**config.mk**
```make
export PLATFORM = sky130hd
export DESIGN_NAME = mbd_top
export DESIGN_NICKNAME = d
export VERILOG_FILES = /design/src/mbd_top.v
export VERILOG_INCLUDE_DIRS = /design/src
export SDC_FILE = /design/constraint.sdc
export NUM_CORES = 1
export LEC_CHECK = 0
export ABC_AREA = 0
export BUFFER_PORTS_ARGS = -buffer_cell sky130_fd_sc_hd__buf_4
export CORE_MARGIN = 3
export CORE_UTILIZATION = 55
export DETAILED_ROUTE_END_ITERATION = 12
export PLACE_DENSITY = 0.75
export SLEW_MARGIN = 20
export SYNTH_ARGS = -nofsm -noshare
export SYNTH_HDL_FRONTEND = slang
export SYNTH_SLANG_ARGS = --single-unit
```
**constraint.sdc**
```tcl
create_clock -name sys_clk -period 17.3 [get_ports sys_clk]
set_input_delay 1.73 -clock sys_clk [delete_from_list [all_inputs] [get_ports sys_clk]]
set_output_delay 1.73 -clock sys_clk [all_outputs]
set_load 0.02 [all_outputs]
```
**src/mbd_defines.vh**
```
`ifndef MBD_DEFINES_VH
`define MBD_DEFINES_VH

// ---------------------------------------------------------------
// Register indices (byte address is four times the index)
// ---------------------------------------------------------------
`define MBD_IDX_BEAT_RATE   10'h096
`define MBD_IDX_CONTROL     10'h097
`define MBD_IDX_START_OP    10'h098
`define MBD_IDX_ROUTE       10'h099

// ---------------------------------------------------------------
// Reset values
// ---------------------------------------------------------------
`define MBD_RST_BEAT_RATE   4'h0
`define MBD_RST_CONTROL     4'h0
`define MBD_RST_START_OP    16'h0000
`define MBD_RST_ROUTE       1'b0

// ---------------------------------------------------------------
// Control register fields
// ---------------------------------------------------------------
`define MBD_CTL_RUNNING     3
`define MBD_CTL_BUZZ_ON     2
`define MBD_CTL_PAT_HI      1
`define MBD_CTL_PAT_LO      0

// ---------------------------------------------------------------
// Buzzer pattern codes
// ---------------------------------------------------------------
`define MBD_PAT_INTER1      2'h0
`define MBD_PAT_INTER2      2'h1
`define MBD_PAT_SINGLE      2'h2
`define MBD_PAT_CONT        2'h3

// ---------------------------------------------------------------
// Note word fields
// ---------------------------------------------------------------
`define MBD_NW_END          15
`define MBD_NW_LEN_HI       13
`define MBD_NW_LEN_LO       8
`define MBD_NW_PITCH_HI     6
`define MBD_NW_PITCH_LO     0
`define MBD_PITCH_MIN       7'h04

// ---------------------------------------------------------------
// Timing
// ---------------------------------------------------------------
`define MBD_CLK_HZ          32'd10000000
`define MBD_CLK_PERIOD_NS   21'd100
`define MBD_NOTE_UNIT_NS    21'd1953125
`define MBD_BUZZ_HZ         32'd4000
`define MBD_BUZZ_HALF       (`MBD_CLK_HZ / (32'd2 * `MBD_BUZZ_HZ))
`define MBD_TONE_NUM        32'd65536
`define MBD_TONE_STEP       (32'd2 * `MBD_TONE_NUM)

// ---------------------------------------------------------------
// Bus responses
// ---------------------------------------------------------------
`define MBD_RESP_OKAY       2'h0
`define MBD_RESP_SLVERR     2'h2

`endif

```
**src/mbd_top.v**
```verilog
`timescale 1ns/1ps
`include "mbd_defines.vh"

// Summary of operation
// Sequencer fetches consecutive note words from start address, plays each.
// Output goes to differential pin pair or converter/amplifier pair.
// 124 pitches, 63 durations and 15 tempos are available.
// Buzzer is a 4 kHz square tone with four gating modes.
// Melody owns the pins; buzzer yields while melody runs.
// Beat rate register: 4 bits, read/write, index 096h, resets zero.
// Beat code sets rate; codes 0 and 1 equal, slowest at F.
// Running flag sets on start, clears after end-marked note plays.
// Writing zero to running aborts at once; no resume.
// Reset clears running flag; sequencer idle.
// Software aborts via silent two-word melody, flag clear, request clear.
// Buzzer enable bit switches buzzer; reset clears it.
// Single tone ends at second 32 Hz falling edge, clearing enable.
// Melody start clears buzzer enable and silences buzzer.
// Pattern bits reset to zero, selecting intermittent pattern one.
// Pattern one gates tone with 8 Hz time base.
// Pattern two gates with 8 Hz while 1 Hz is low.
// Continuous mode sounds while enable bit stays one.
// Fetching an end-marked word raises melody-end request.
// New start after end word continues from new address after note.
// Software programs beat rate before starting a melody.
// Word: bit15 end, bits13-8 duration, bits6-0 pitch.
// Pitch N gives 65536/(N+2) Hz; bits 6-2 zero is silence.
// Duration 1.953125 ms times (tempo+1) times (code+1); code 0 as 1.
// End-marked note plays fully, then melody stops unless restarted.
// Pattern 00 inter1, 01 inter2, 10 single, 11 continuous.
module mbd_top
(
    input  wire        sys_clk,
    input  wire        sys_rst,
    input  wire [11:0] s_axi_awaddr,
    input  wire        s_axi_awvalid,
    output reg         s_axi_awready,
    input  wire [31:0] s_axi_wdata,
    input  wire [3:0]  s_axi_wstrb,
    input  wire        s_axi_wvalid,
    output reg         s_axi_wready,
    output reg  [1:0]  s_axi_bresp,
    output reg         s_axi_bvalid,
    input  wire        s_axi_bready,
    input  wire [11:0] s_axi_araddr,
    input  wire        s_axi_arvalid,
    output reg         s_axi_arready,
    output reg  [31:0] s_axi_rdata,
    output reg  [1:0]  s_axi_rresp,
    output reg         s_axi_rvalid,
    input  wire        s_axi_rready,
    output reg  [15:0] prog_addr,
    output reg         prog_rd,
    input  wire [15:0] prog_data,
    input  wire        tb_32hz,
    input  wire        tb_8hz,
    input  wire        tb_1hz,
    output reg         melody_irq_request,
    output reg         tone_out_p,
    output reg         tone_out_n,
    output reg         converter_tone_out,
    output reg         amp_tone_out
);

    // -----------------------------------------------------------
    // Sequencer states
    // -----------------------------------------------------------
    localparam ST_IDLE  = 2'd0;
    localparam ST_FETCH = 2'd1;
    localparam ST_WAIT  = 2'd2;
    localparam ST_PLAY  = 2'd3;

    // -----------------------------------------------------------
    // Register file and bus state
    // -----------------------------------------------------------
    reg [3:0]  beat_rate_code_r;
    reg        buzzer_on_r;
    reg        buzzer_pattern_hi_r;
    reg        buzzer_pattern_lo_r;
    reg [15:0] start_addr_r;
    reg        route_conv_r;
    reg        aw_full_r;
    reg        w_full_r;
    reg [9:0]  waddr_idx_r;
    reg [31:0] wdata_r;
    reg [3:0]  wstrb_r;

    // Sequencer, tone and buzzer state
    reg [1:0]  state_r;
    reg        melody_running_r;
    reg        pend_start_r;
    reg [15:0] pend_addr_r;
    reg [15:0] note_r;
    reg [31:0] tone_acc_r;
    reg        tone_lvl_r;
    reg [20:0] unit_acc_r;
    reg [10:0] note_cnt_r;
    reg [10:0] buzz_cnt_r;
    reg        buzz_lvl_r;
    reg        tb32_prev_r;
    reg [1:0]  single_edges_r;

    // -----------------------------------------------------------
    // Write decode
    // -----------------------------------------------------------
    wire       wr_fire  = aw_full_r & w_full_r & ~s_axi_bvalid;
    wire       wr_beat  = wr_fire & (waddr_idx_r == `MBD_IDX_BEAT_RATE);
    wire       wr_ctrl  = wr_fire & (waddr_idx_r == `MBD_IDX_CONTROL);
    wire       wr_start = wr_fire & (waddr_idx_r == `MBD_IDX_START_OP);
    wire       wr_route = wr_fire & (waddr_idx_r == `MBD_IDX_ROUTE);
    wire       wr_known = wr_beat | wr_ctrl | wr_start | wr_route;
    wire       ctl_lane = wstrb_r[0];
    wire [1:0] pattern  = {buzzer_pattern_hi_r, buzzer_pattern_lo_r};
    wire [15:0] start_val =
        {wstrb_r[1] ? wdata_r[15:8] : start_addr_r[15:8],
         wstrb_r[0] ? wdata_r[7:0]  : start_addr_r[7:0]};
    // start op kicks sequencer
    wire       start_go = wr_start & (wstrb_r[1:0] != 2'b00);
    // zero write to running aborts
    wire       abort_go = wr_ctrl & ctl_lane &
                          ~wdata_r[`MBD_CTL_RUNNING] & melody_running_r;

    // -----------------------------------------------------------
    // Note word decode
    // -----------------------------------------------------------
    // field split, bits 14 and 7 unused
    wire       note_end   = note_r[`MBD_NW_END];
    wire [5:0] note_len   = note_r[`MBD_NW_LEN_HI:`MBD_NW_LEN_LO];
    wire [6:0] note_pitch = note_r[`MBD_NW_PITCH_HI:`MBD_NW_PITCH_LO];
    // upper pitch bits zero mean a rest
    wire       note_rest  = (note_pitch[6:2] == 5'h00);
    // duration code zero acts as one
    wire [5:0] len_eff    = (note_len == 6'h00) ? 6'h01 : note_len;
    // codes 0 and 1 share the fastest rate
    wire [3:0] tp_eff     = (beat_rate_code_r == 4'h0) ? 4'h1
                                                       : beat_rate_code_r;
    // full 5x7 bit product covers every tempo and duration
    wire [10:0] note_units = ({6'h00, {1'b0, tp_eff} + 5'h01} *
                              {4'h0, {1'b0, len_eff} + 7'h01});
    wire [31:0] tone_lim  = `MBD_CLK_HZ * ({25'h0, note_pitch} + 32'd2);
    wire [31:0] tone_sum  = tone_acc_r + `MBD_TONE_STEP;
    wire [20:0] unit_sum  = unit_acc_r + `MBD_CLK_PERIOD_NS;
    wire        unit_tick = (unit_sum >= `MBD_NOTE_UNIT_NS);
    wire        note_done = (state_r == ST_PLAY) & unit_tick &
                            (note_cnt_r + 11'h001 >= note_units);

    // -----------------------------------------------------------
    // AXI4-Lite write channel
    // -----------------------------------------------------------
    always @(posedge sys_clk or posedge sys_rst)
    begin
        if (sys_rst)
        begin
            s_axi_awready <= 1'b1;
            s_axi_wready  <= 1'b1;
            s_axi_bvalid  <= 1'b0;
            s_axi_bresp   <= `MBD_RESP_OKAY;
            aw_full_r     <= 1'b0;
            w_full_r      <= 1'b0;
            waddr_idx_r   <= 10'h000;
            wdata_r       <= 32'h0000_0000;
            wstrb_r       <= 4'h0;
        end
        else
        begin
            if (s_axi_awvalid & s_axi_awready)
            begin
                aw_full_r     <= 1'b1;
                waddr_idx_r   <= s_axi_awaddr[11:2];
                s_axi_awready <= 1'b0;
            end
            if (s_axi_wvalid & s_axi_wready)
            begin
                w_full_r     <= 1'b1;
                wdata_r      <= s_axi_wdata;
                wstrb_r      <= s_axi_wstrb;
                s_axi_wready <= 1'b0;
            end
            // Both halves present: commit and answer
            if (wr_fire)
            begin
                aw_full_r    <= 1'b0;
                w_full_r     <= 1'b0;
                s_axi_bvalid <= 1'b1;
                s_axi_bresp  <= wr_known ? `MBD_RESP_OKAY
                                         : `MBD_RESP_SLVERR;
            end
            // Reopen only after the response is gone, one write at a time
            if (s_axi_bvalid & s_axi_bready)
            begin
                s_axi_bvalid  <= 1'b0;
                s_axi_awready <= 1'b1;
                s_axi_wready  <= 1'b1;
            end
        end
    end

    // -----------------------------------------------------------
    // AXI4-Lite read channel
    // -----------------------------------------------------------
    reg [31:0] rd_mux;
    reg        rd_hit;

    always @*
    begin
        rd_mux = 32'h0000_0000;
        rd_hit = 1'b1;
        case (s_axi_araddr[11:2])
            `MBD_IDX_BEAT_RATE: rd_mux = {28'h0, beat_rate_code_r};
            `MBD_IDX_CONTROL:   rd_mux = {28'h0, melody_running_r,
                                          buzzer_on_r, pattern};
            `MBD_IDX_START_OP:  rd_mux = {16'h0, start_addr_r};
            `MBD_IDX_ROUTE:     rd_mux = {31'h0, route_conv_r};
            default:            rd_hit = 1'b0;
        endcase
    end

    always @(posedge sys_clk or posedge sys_rst)
    begin
        if (sys_rst)
        begin
            s_axi_arready <= 1'b1;
            s_axi_rvalid  <= 1'b0;
            s_axi_rdata   <= 32'h0000_0000;
            s_axi_rresp   <= `MBD_RESP_OKAY;
        end
        else
        begin
            if (s_axi_arvalid & s_axi_arready)
            begin
                s_axi_arready <= 1'b0;
                s_axi_rvalid  <= 1'b1;
                s_axi_rdata   <= rd_mux;
                s_axi_rresp   <= rd_hit ? `MBD_RESP_OKAY
                                        : `MBD_RESP_SLVERR;
            end
            if (s_axi_rvalid & s_axi_rready)
            begin
                s_axi_rvalid  <= 1'b0;
                s_axi_arready <= 1'b1;
            end
        end
    end

    // -----------------------------------------------------------
    // Software registers
    // -----------------------------------------------------------
    always @(posedge sys_clk or posedge sys_rst)
    begin
        if (sys_rst)
        begin
            // beat rate resets to zero
            beat_rate_code_r    <= `MBD_RST_BEAT_RATE;
            // pattern bits reset to pattern one
            buzzer_pattern_hi_r <= 1'b0;
            buzzer_pattern_lo_r <= 1'b0;
            // buzzer off after reset
            buzzer_on_r         <= 1'b0;
            start_addr_r        <= `MBD_RST_START_OP;
            route_conv_r        <= `MBD_RST_ROUTE;
        end
        else
        begin
            // beat rate is plain read/write
            if (wr_beat & ctl_lane)
                beat_rate_code_r <= wdata_r[3:0];
            if (wr_route & ctl_lane)
                route_conv_r <= wdata_r[0];
            if (start_go)
                start_addr_r <= start_val;
            // second 32 Hz fall ends a single tone
            if (buzzer_on_r & (pattern == `MBD_PAT_SINGLE) &
                tb32_prev_r & ~tb_32hz & (single_edges_r == 2'd1))
                buzzer_on_r <= 1'b0;
            // melody start silences the buzzer
            if (start_go)
                buzzer_on_r <= 1'b0;
            // Software write comes last so it wins a same-cycle clear
            if (wr_ctrl & ctl_lane)
            begin
                // enable bit set and cleared by software
                buzzer_on_r         <= wdata_r[`MBD_CTL_BUZZ_ON];
                buzzer_pattern_hi_r <= wdata_r[`MBD_CTL_PAT_HI];
                buzzer_pattern_lo_r <= wdata_r[`MBD_CTL_PAT_LO];
            end
        end
    end

    // -----------------------------------------------------------
    // Melody sequencer
    // -----------------------------------------------------------
    always @(posedge sys_clk or posedge sys_rst)
    begin
        if (sys_rst)
        begin
            // reset leaves sequencer idle
            state_r            <= ST_IDLE;
            melody_running_r   <= 1'b0;
            pend_start_r       <= 1'b0;
            pend_addr_r        <= 16'h0000;
            note_r             <= 16'h0000;
            prog_addr          <= 16'h0000;
            prog_rd            <= 1'b0;
            melody_irq_request <= 1'b0;
            unit_acc_r         <= 21'h000000;
            note_cnt_r         <= 11'h000;
        end
        else
        begin
            prog_rd            <= 1'b0;
            melody_irq_request <= 1'b0;
            case (state_r)
                ST_IDLE:
                begin
                    // running flag rises on start
                    if (start_go)
                    begin
                        melody_running_r <= 1'b1;
                        prog_addr        <= start_val;
                        state_r          <= ST_FETCH;
                    end
                end
                ST_FETCH:
                begin
                    prog_rd <= 1'b1;
                    state_r <= ST_WAIT;
                end
                ST_WAIT:
                begin
                    // Memory answers one cycle after the read strobe
                    if (~prog_rd)
                    begin
                        note_r     <= prog_data;
                        unit_acc_r <= 21'h000000;
                        note_cnt_r <= 11'h000;
                        state_r    <= ST_PLAY;
                        // end word raises the request on fetch
                        if (prog_data[`MBD_NW_END])
                            melody_irq_request <= 1'b1;
                    end
                end
                ST_PLAY:
                begin
                    // count base units of exactly 1/512 s
                    if (unit_tick)
                    begin
                        unit_acc_r <= unit_sum - `MBD_NOTE_UNIT_NS;
                        note_cnt_r <= note_cnt_r + 11'h001;
                    end
                    else
                        unit_acc_r <= unit_sum;
                    if (note_done)
                    begin
                        // queued start continues from new address
                        if (pend_start_r | start_go)
                        begin
                            prog_addr    <= start_go ? start_val : pend_addr_r;
                            pend_start_r <= 1'b0;
                            state_r      <= ST_FETCH;
                        end
                        // end word plays out fully, then stop
                        else if (note_end)
                        begin
                            // running flag falls after last note
                            melody_running_r <= 1'b0;
                            state_r          <= ST_IDLE;
                        end
                        else
                        begin
                            // next consecutive word
                            prog_addr <= prog_addr + 16'h0001;
                            state_r   <= ST_FETCH;
                        end
                    end
                end
                default:
                    state_r <= ST_IDLE;
            endcase
            // Start while busy is queued for the next note boundary
            if (start_go & (state_r != ST_IDLE) & ~note_done)
            begin
                pend_start_r <= 1'b1;
                pend_addr_r  <= start_val;
            end
            // abort drops position and any queued start
            if (abort_go)
            begin
                melody_running_r <= 1'b0;
                pend_start_r     <= 1'b0;
                state_r          <= ST_IDLE;
            end
        end
    end

    // -----------------------------------------------------------
    // Tone and buzzer generators
    // -----------------------------------------------------------
    always @(posedge sys_clk or posedge sys_rst)
    begin
        if (sys_rst)
        begin
            tone_acc_r     <= 32'h0000_0000;
            tone_lvl_r     <= 1'b0;
            buzz_cnt_r     <= 11'h000;
            buzz_lvl_r     <= 1'b0;
            tb32_prev_r    <= 1'b0;
            single_edges_r <= 2'd0;
        end
        else
        begin
            // fractional accumulator gives 65536/(N+2) Hz on average
            if (state_r != ST_PLAY)
            begin
                tone_acc_r <= 32'h0000_0000;
                tone_lvl_r <= 1'b0;
            end
            else if (tone_sum >= tone_lim)
            begin
                tone_acc_r <= tone_sum - tone_lim;
                tone_lvl_r <= ~tone_lvl_r;
            end
            else
                tone_acc_r <= tone_sum;
            // free 4 kHz square wave
            if (buzz_cnt_r == `MBD_BUZZ_HALF - 11'h001)
            begin
                buzz_cnt_r <= 11'h000;
                buzz_lvl_r <= ~buzz_lvl_r;
            end
            else
                buzz_cnt_r <= buzz_cnt_r + 11'h001;
            tb32_prev_r <= tb_32hz;
            // count 32 Hz falls from the moment enable is set
            if (wr_ctrl & ctl_lane & wdata_r[`MBD_CTL_BUZZ_ON] &
                ~buzzer_on_r)
                single_edges_r <= 2'd0;
            else if (buzzer_on_r & tb32_prev_r & ~tb_32hz &
                     (single_edges_r != 2'd2))
                single_edges_r <= single_edges_r + 2'd1;
        end
    end

    // -----------------------------------------------------------
    // Output steering
    // -----------------------------------------------------------
    reg buzz_gate;
    reg sig;
    reg act;

    always @*
    begin
        // pattern code to gating
        case (pattern)
            // pattern one follows 8 Hz
            `MBD_PAT_INTER1: buzz_gate = tb_8hz;
            // pattern two needs 1 Hz low
            `MBD_PAT_INTER2: buzz_gate = tb_8hz & ~tb_1hz;
            // single tone gated only by enable
            `MBD_PAT_SINGLE: buzz_gate = 1'b1;
            // continuous while enabled
            `MBD_PAT_CONT:   buzz_gate = 1'b1;
            default:         buzz_gate = 1'b0;
        endcase
        // melody owns the pins, even during rests and fetches
        if (melody_running_r)
        begin
            act = 1'b1;
            sig = (state_r == ST_PLAY) & ~note_rest & tone_lvl_r;
        end
        else
        begin
            act = buzzer_on_r & buzz_gate;
            sig = act & buzz_lvl_r;
        end
    end

    // Registered pins; unused path rests low
    always @(posedge sys_clk or posedge sys_rst)
    begin
        if (sys_rst)
        begin
            tone_out_p         <= 1'b0;
            tone_out_n         <= 1'b0;
            converter_tone_out <= 1'b0;
            amp_tone_out       <= 1'b0;
        end
        else
        begin
            // choose pin pair or converter pair
            tone_out_p         <= ~route_conv_r & act & sig;
            tone_out_n         <= ~route_conv_r & act & ~sig;
            converter_tone_out <= route_conv_r & sig;
            amp_tone_out       <= route_conv_r & sig;
        end
    end

endmodule

```
==> flow_summary.toml, run 1 <==
[clocking]
cts_root_buffer = "clkbuf_16"
cts_setup_buffers = 0
clkLatencyLatePin_ns = 0.54
cts_tree = "built"
cts_buffers = 24
clkTransAtPathRegs_ns = 0.06
cts_resized = 0
clock_sinks = 205
clock_path_buffers = 3
htreeDepth = 1
cts_hold_buf = 0

[detailed_routing]
wl_per_cell_um = 16.4
drc = 0
drt_iter0_drc = 738
route.antenna.remaining_nets = 0
first_pass_iters = 5
drt_wl_total_um = 36000
vias = 12800
routed_via_density = 5.85

[timing]
fin_setup_tns_ns = 0
fin_worst_skew_ns = 0.0193
final_max_slew_viol_count = 0
rsz0062_at_grt = "false"
setup_violations = 0
worst_slew_pin_slew_ns = 1.08
slew_headroom = 0.282
post-route-min-period_ns = 8.36
hold_viol = 0
setup_ws_ns = 8.94
timing.fmax_mhz = 120
fin_crit_sh = 0.483

[critical_path]
crit_path_start_kind = "flip-flop"
path_class = "reg2reg"
worst_setup_path_end_kind = "flip-flop"
worstPathArrival_ns = 8.80
path_max_fanout = 15
cp.required_ns = 17.74

[placement]
place_area_um2 = 16700
place_congestion = 0.900
dp_cells = 2152
dp_hpwl_um = 26400
place_ws_ns = 9.04
portBuffers = 106

[die]
die_area_um2 = 30800
initial_core_util = 0.563
die_h_um = 176
core_um2 = 28100
num_io_pins = 149
rows = 61
die_w_um = 176

[synth]
synth_ff_type = "dfrtp_1"
synth.avg_cell_area_um2 = 9.13
synth-seq-cells = 205
synthArstFlopShare = 1.00
synthCells = 1730
synth.distinct_cells = 91
ys_warn_count = 0
synth.cell_area_um2 = 15800
synth_edf_count = 0
seq_area_frac_synth = 0.325

[final_layout]
final_cell_mix = "202 x dfrtp_1, 163 x nand2_1, 139 x ha_1, 129 x inv_1, 122 x nor2_1"
diodes = 0
final_common_cell = "dfrtp_1"
nets = 2060
final_layout_size_suffix_gt1_frac = 0.145
fin_area_um2 = 17500
stdcell_count = 2194
synthToLayoutAreaGrowth_pct = 11.0

[job]
drv_cap = 0

[hold_path]
hp-class = "reg2reg"

[global_routing]
grt_usage = 0.232
antenna_found_initial = 0
grt-ovfl-total = 0
grt_max_degree = 134
grt_pass1_wl_um = 60800
grt_pass1_vias = 12500

[status]
status = "complete, no violations"
-- through the flow --
step	hold WS [ns]	utilization
after CTS	0.477	0.624
final	0.475	0.625
after detailed placement	0.463	0.596
after global routing	0.495	0.625
after floorplan	0.441	-
after global placement	0.452	0.596
-- cell type report --
class | count | area [um2]
Fill cell | 2376 | 10500
Inverter | 131 | 499
Clock buffer | 36 | 686
Timing Repair Buffer | 114 | 856
Clock inverter | 6 | 108
Multi-Input combinational cell | 1324 | 9790
Tap cell | 378 | 473
Sequential cell | 205 | 5130
-- synthesized netlist by cell type (20+ instances only) --
cell,count,area [um2]
o21ai_0,88,440
ha_1,139,1740
mux2i_1,24,240
nor2_1,122,458
fa_1,35,701
clkbuf_1,37,139
mux2_2,68,766
xor2_1,47,412
nor3_1,35,175
xnor2_1,58,508
dfrtp_1,202,5050
and3_1,29,181
nand3_1,58,290
a31oi_1,23,144
inv_1,130,488
buf_2,20,100
a21oi_1,84,420
a21o_1,26,195
buf_4,20,150
nand2_1,164,616
-- sequential cells by signal (all words and copies together), names as in the netlist, 2 cells and up --
signal and flops:
tone_acc_r 25, single_edges_r 2, pend_addr_r 16, wstrb_r 2, prog_addr 16, start_addr_r 16
s_axi_rdata 16, beat_rate_code_r 4, wdata_r 16, note_r 14, waddr_idx_r 10, state_r 2
unit_acc_r 21, buzz_cnt_r 11, note_cnt_r 11
-- worst paths after layout --
kind                                            start                           to  slack (ns)  cells after the start
setup / recovery                note_r[1]$_DFFE_PP0P_     tone_acc_r[19]$_DFF_PP0_        8.94                     27
hold / removal             pend_addr_r[5]$_DFFE_PP0N_   pend_addr_r[5]$_DFFE_PP0N_        0.47                      2
setup reg to reg                note_r[1]$_DFFE_PP0P_     tone_acc_r[19]$_DFF_PP0_        8.94                     27
hold reg to reg            pend_addr_r[5]$_DFFE_PP0N_   pend_addr_r[5]$_DFFE_PP0N_        0.47                      2
max in group asynchronous                     sys_rst  start_addr_r[1]$_DFFE_PP0P_       14.38                      3
min in group asynchronous                     sys_rst       amp_tone_out$_DFF_PP0_        1.37                      2
-- critical path, stage by stage, from the launching register on --
cell and delay, ns:
dfrtp_1 0.48, ha_1 0.25, nand3_1 0.10, xnor2_1 0.60, ha_1 0.39, ha_1 0.30, inv_1 0.06, fa_1 0.51
inv_1 0.06, fa_1 0.49, ha_1 0.33, a21oi_1 0.24, o21bai_1 0.10, a21oi_1 0.22, o21ai_0 0.21, a41oi_1 0.47
a21oi_1 0.24, nor4_1 0.26, a211oi_1 0.09, ha_1 0.40, and3_1 0.24, nand4_1 0.22, nor3_1 0.22, a211oi_1 0.18
o21ai_1 0.78, buf_4 0.36, nand2_1 0.23, o21ai_0 0.24
-- logic make-up (layout without fill, tap and decap cells) --
kind of cell               count (synthesis)  count (layout)  synth area share
adders and majority gates                174             174             0.154
muxes                                     92              92            0.0637
AOI/OAI and AO/OA                        405             405             0.174
DFF                                      205             205             0.325
other                                      1              18          0.000237
and+or+nand+nor                          529             529             0.163
xor gates and xnor gates                 106             106            0.0592
buffers and inverters                    218             287            0.0607
-- layer usage --
metal | part of all wire | up-vias | global-route usage
met2 | 0.49 | 298 | 0.393
met3 | 0.044 | 50 | 0.0355
li1 | - | 6258 | -
met4 | 0.021 | 0 | 0.0564
met1 | 0.45 | 6219 | 0.316
met5 | 0 | - | 0
Power of run 1 is left out: the tool's default activity adds up to more than one toggle a clock period on the data nets, which glitch-free logic cannot reach.
==> inputs of run 2 (changes only) <==
--- a/config.mk
+++ b/config.mk
@@ -6,7 +6,7 @@
 export SDC_FILE = /design/constraint.sdc
 export NUM_CORES = 1
 export LEC_CHECK = 0
-export ABC_AREA = 0
+export ABC_AREA = 1
 export BUFFER_PORTS_ARGS = -buffer_cell sky130_fd_sc_hd__buf_4
 export CORE_MARGIN = 3
 export CORE_UTILIZATION = 55
==> constraint.sdc (replaced) <==
create_clock -name sys_clk -period 8.7 [get_ports sys_clk]
set_input_delay 0.87 -clock sys_clk [delete_from_list [all_inputs] [get_ports sys_clk]]
set_output_delay 0.87 -clock sys_clk [all_outputs]
set_load 0.02 [all_outputs]
==> run 2 against run 1 <==
Compared with the run above:
- sequential share of layout area rose by 0.13 points
- worst setup slack worse by 8.1 ns
- non-clock buffer count fell by 2
- clock-buffer cell count stayed put
- first-iteration DRC count is 21% higher
- maximum frequency increased by 6.7%
- critical path depth is 3 higher
- worst hold slack got worse by 0.0082 ns
- cell area decreased by 0.46%
- routed wire length grew 3.1%
==> flow_summary.toml, run 2 <==
[status]
status = "complete, no violations"

[clocking]
clkLatencyLatePin_ns = 0.54
clock_path_buffers = 3
htreeDepth = 1
cts_setup_buffers = 0
clkTransAtPathRegs_ns = 0.05
clock_sinks = 205
cts_hold_buf = 0
cts_root_buffer = "clkbuf_16"
cts_tree = "built"
cts_resized = 0
cts_buffers = 24

[final_layout]
final_cell_mix = "533 x nand2_1, 327 x inv_1, 202 x dfrtp_1, 161 x o21ai_0, 146 x nor2_1"
final_common_cell = "nand2_1"
nets = 2459
regMostFlops = "tone_acc_r"
synthToLayoutAreaGrowth_pct = 11.8
diodes = 0
final_layout_size_suffix_gt1_frac = 0.0839
largest_reg_flops = 25
fin_area_um2 = 17500
reg.largest.list = "tone_acc_r x25, unit_acc_r x21"
fillCellCount = 2539
stdcell_count = 2594

[detailed_routing]
drt_iter0_drc = 895
route.antenna.remaining_nets = 0
drt_wl_total_um = 37100
first_pass_iters = 6
wl_per_cell_um = 14.3
routed_via_density = 5.30
drc = 0
vias = 13800

[global_routing]
grt-ovfl-total = 0
grt_pass1_wl_um = 62700
grt_usage = 0.243
grt_pass1_vias = 13300
antenna_found_initial = 0
grt_max_degree = 138

[timing]
fin_setup_tns_ns = 0
timing.fmax_mhz = 128
setup_violations = 0
final_max_slew_viol_count = 0
post-route-min-period_ns = 7.83
hold_viol = 0
fin_worst_skew_ns = 0.0248
worst_slew_pin_slew_ns = 1.01
rsz0062_at_grt = "false"
fin_crit_sh = 0.900
setup_ws_ns = 0.868
slew_headroom = 0.323

[die]
die_area_um2 = 30400
initial_core_util = 0.560
die_w_um = 174
rows = 61
num_io_pins = 149
core_um2 = 27900
die_h_um = 174

[synth]
synthArstFlopShare = 1.00
synth_commonest_cells = "533 x nand2_1, 328 x inv_1, 202 x dfrtp_1"
synth_edf_count = 0
synth_top_area_cell = "dfrtp_1"
synth.avg_cell_area_um2 = 7.42
synthCells = 2104
synth.cell_area_um2 = 15600
synth-seq-cells = 205
synth.distinct_cells = 55
synth.top_cells.by_area = "dfrtp_1 32%, nand2_1 13%, ha_1 11%"
synth_top_area_share = 0.324
seq_area_frac_synth = 0.329
synth_ff_type = "dfrtp_1"
ys_warn_count = 0
synth.most_common_cell = "nand2_1"

[placement]
place_congestion = 0.924
portBuffers = 106
dp_cells = 2551
place_area_um2 = 16700
place_ws_ns = 0.925
dp_hpwl_um = 28300

[critical_path]
worstPathArrival_ns = 8.25
critPathMaxStageDelay_ns = 0.54
timing.rr.start = "note_r[1]$_DFFE_PP0P_"
critical_path.startpoint = "note_r[1]$_DFFE_PP0P_"
path_class = "reg2reg"
path_max_fanout = 12
crit_path_start_kind = "flip-flop"
cp.required_ns = 9.12
crit_slowest_cell = "fa_1"
worst_setup_path_end_kind = "flip-flop"

[hold_path]
min_from = "tone_lvl_r$_DFFE_PP0P_"
hp-class = "reg2reg"

[job]
drv_cap = 0
[run 2: changes by cell type after synthesis, sizes merged, moves of 22 or more]
cell,change
a21o,-22
and3,-27
inv,+197
mux2,-68
mux2i,-24
nand2,+377
nand3,+68
nor2,+32
o21ai,+63
xnor2,-29
[run 2: cell type report]
cell class,instances,area [um2],share of cell area
well taps,378,473,0.0271
repair buffers,112,841,0.0482
clock buffers,36,716,0.0410
flip-flops and latches,205,5130,0.294
clock inverters,7,91.3,0.00523
multi-input cells,1526,8960,0.513
inverters,330,1250,0.0714
[run 2: worst paths after layout]
kind                                            endpoint  slack (ns)  cells after the start
worst max-delay path            tone_acc_r[24]$_DFF_PP0_        0.87                     30
worst min-delay path              tone_lvl_r$_DFFE_PP0P_        0.47                      1
worst min register to register    tone_lvl_r$_DFFE_PP0P_        0.47                      1
min in group asynchronous       tone_acc_r[21]$_DFF_PP0_        0.58                      2
max in group asynchronous       prog_addr[9]$_DFFE_PP0P_        6.66                      3
worst max register to register  tone_acc_r[24]$_DFF_PP0_        0.87                     30
[run 2: through the flow]
stage | util | hold WS [ns]
4_1_cts | 0.627 | 0.448
5_1_grt | 0.627 | 0.449
6_report | 0.627 | 0.467
3_3_place_gp | 0.598 | 0.459
3_5_place_dp | 0.598 | 0.463
2_1_floorplan | - | 0.440
[run 2: critical path: cells and delay by family (launching register included)]
kind / cells / cell delay [ns]
XOR/XNOR: 2 / 0.51
buffers and inverters: 5 / 0.87
flip-flops: 1 / 0.48
adder cells (fa/ha/maj): 6 / 2.54
AND/OR/NAND/NOR: 7 / 1.56
AO/OA/AOI/OAI: 10 / 1.76
[run 2: logic make-up (layout without fill, tap and decap cells)]
kind of cell | after synthesis | count (layout) | share of synthesized area
compound gates | 354 | 354 | 0.125
buf+inv | 390 | 485 | 0.101
flops | 205 | 205 | 0.329
other cells | 1 | 18 | 0.000240
simple gates | 902 | 902 | 0.244
fa+ha+maj | 174 | 174 | 0.156
xor+xnor | 78 | 78 | 0.0442
[run 2: per-layer routing]
layer | track usage | vias to the layer above | part of all wire
met4 | 0.0643 | 0 | 0.025
met5 | 0 | - | 0
met3 | 0.0352 | 70 | 0.049
met1 | 0.336 | 6374 | 0.46
li1 | - | 6959 | -
met2 | 0.401 | 347 | 0.47
Power of run 2 is left out for the same reason.
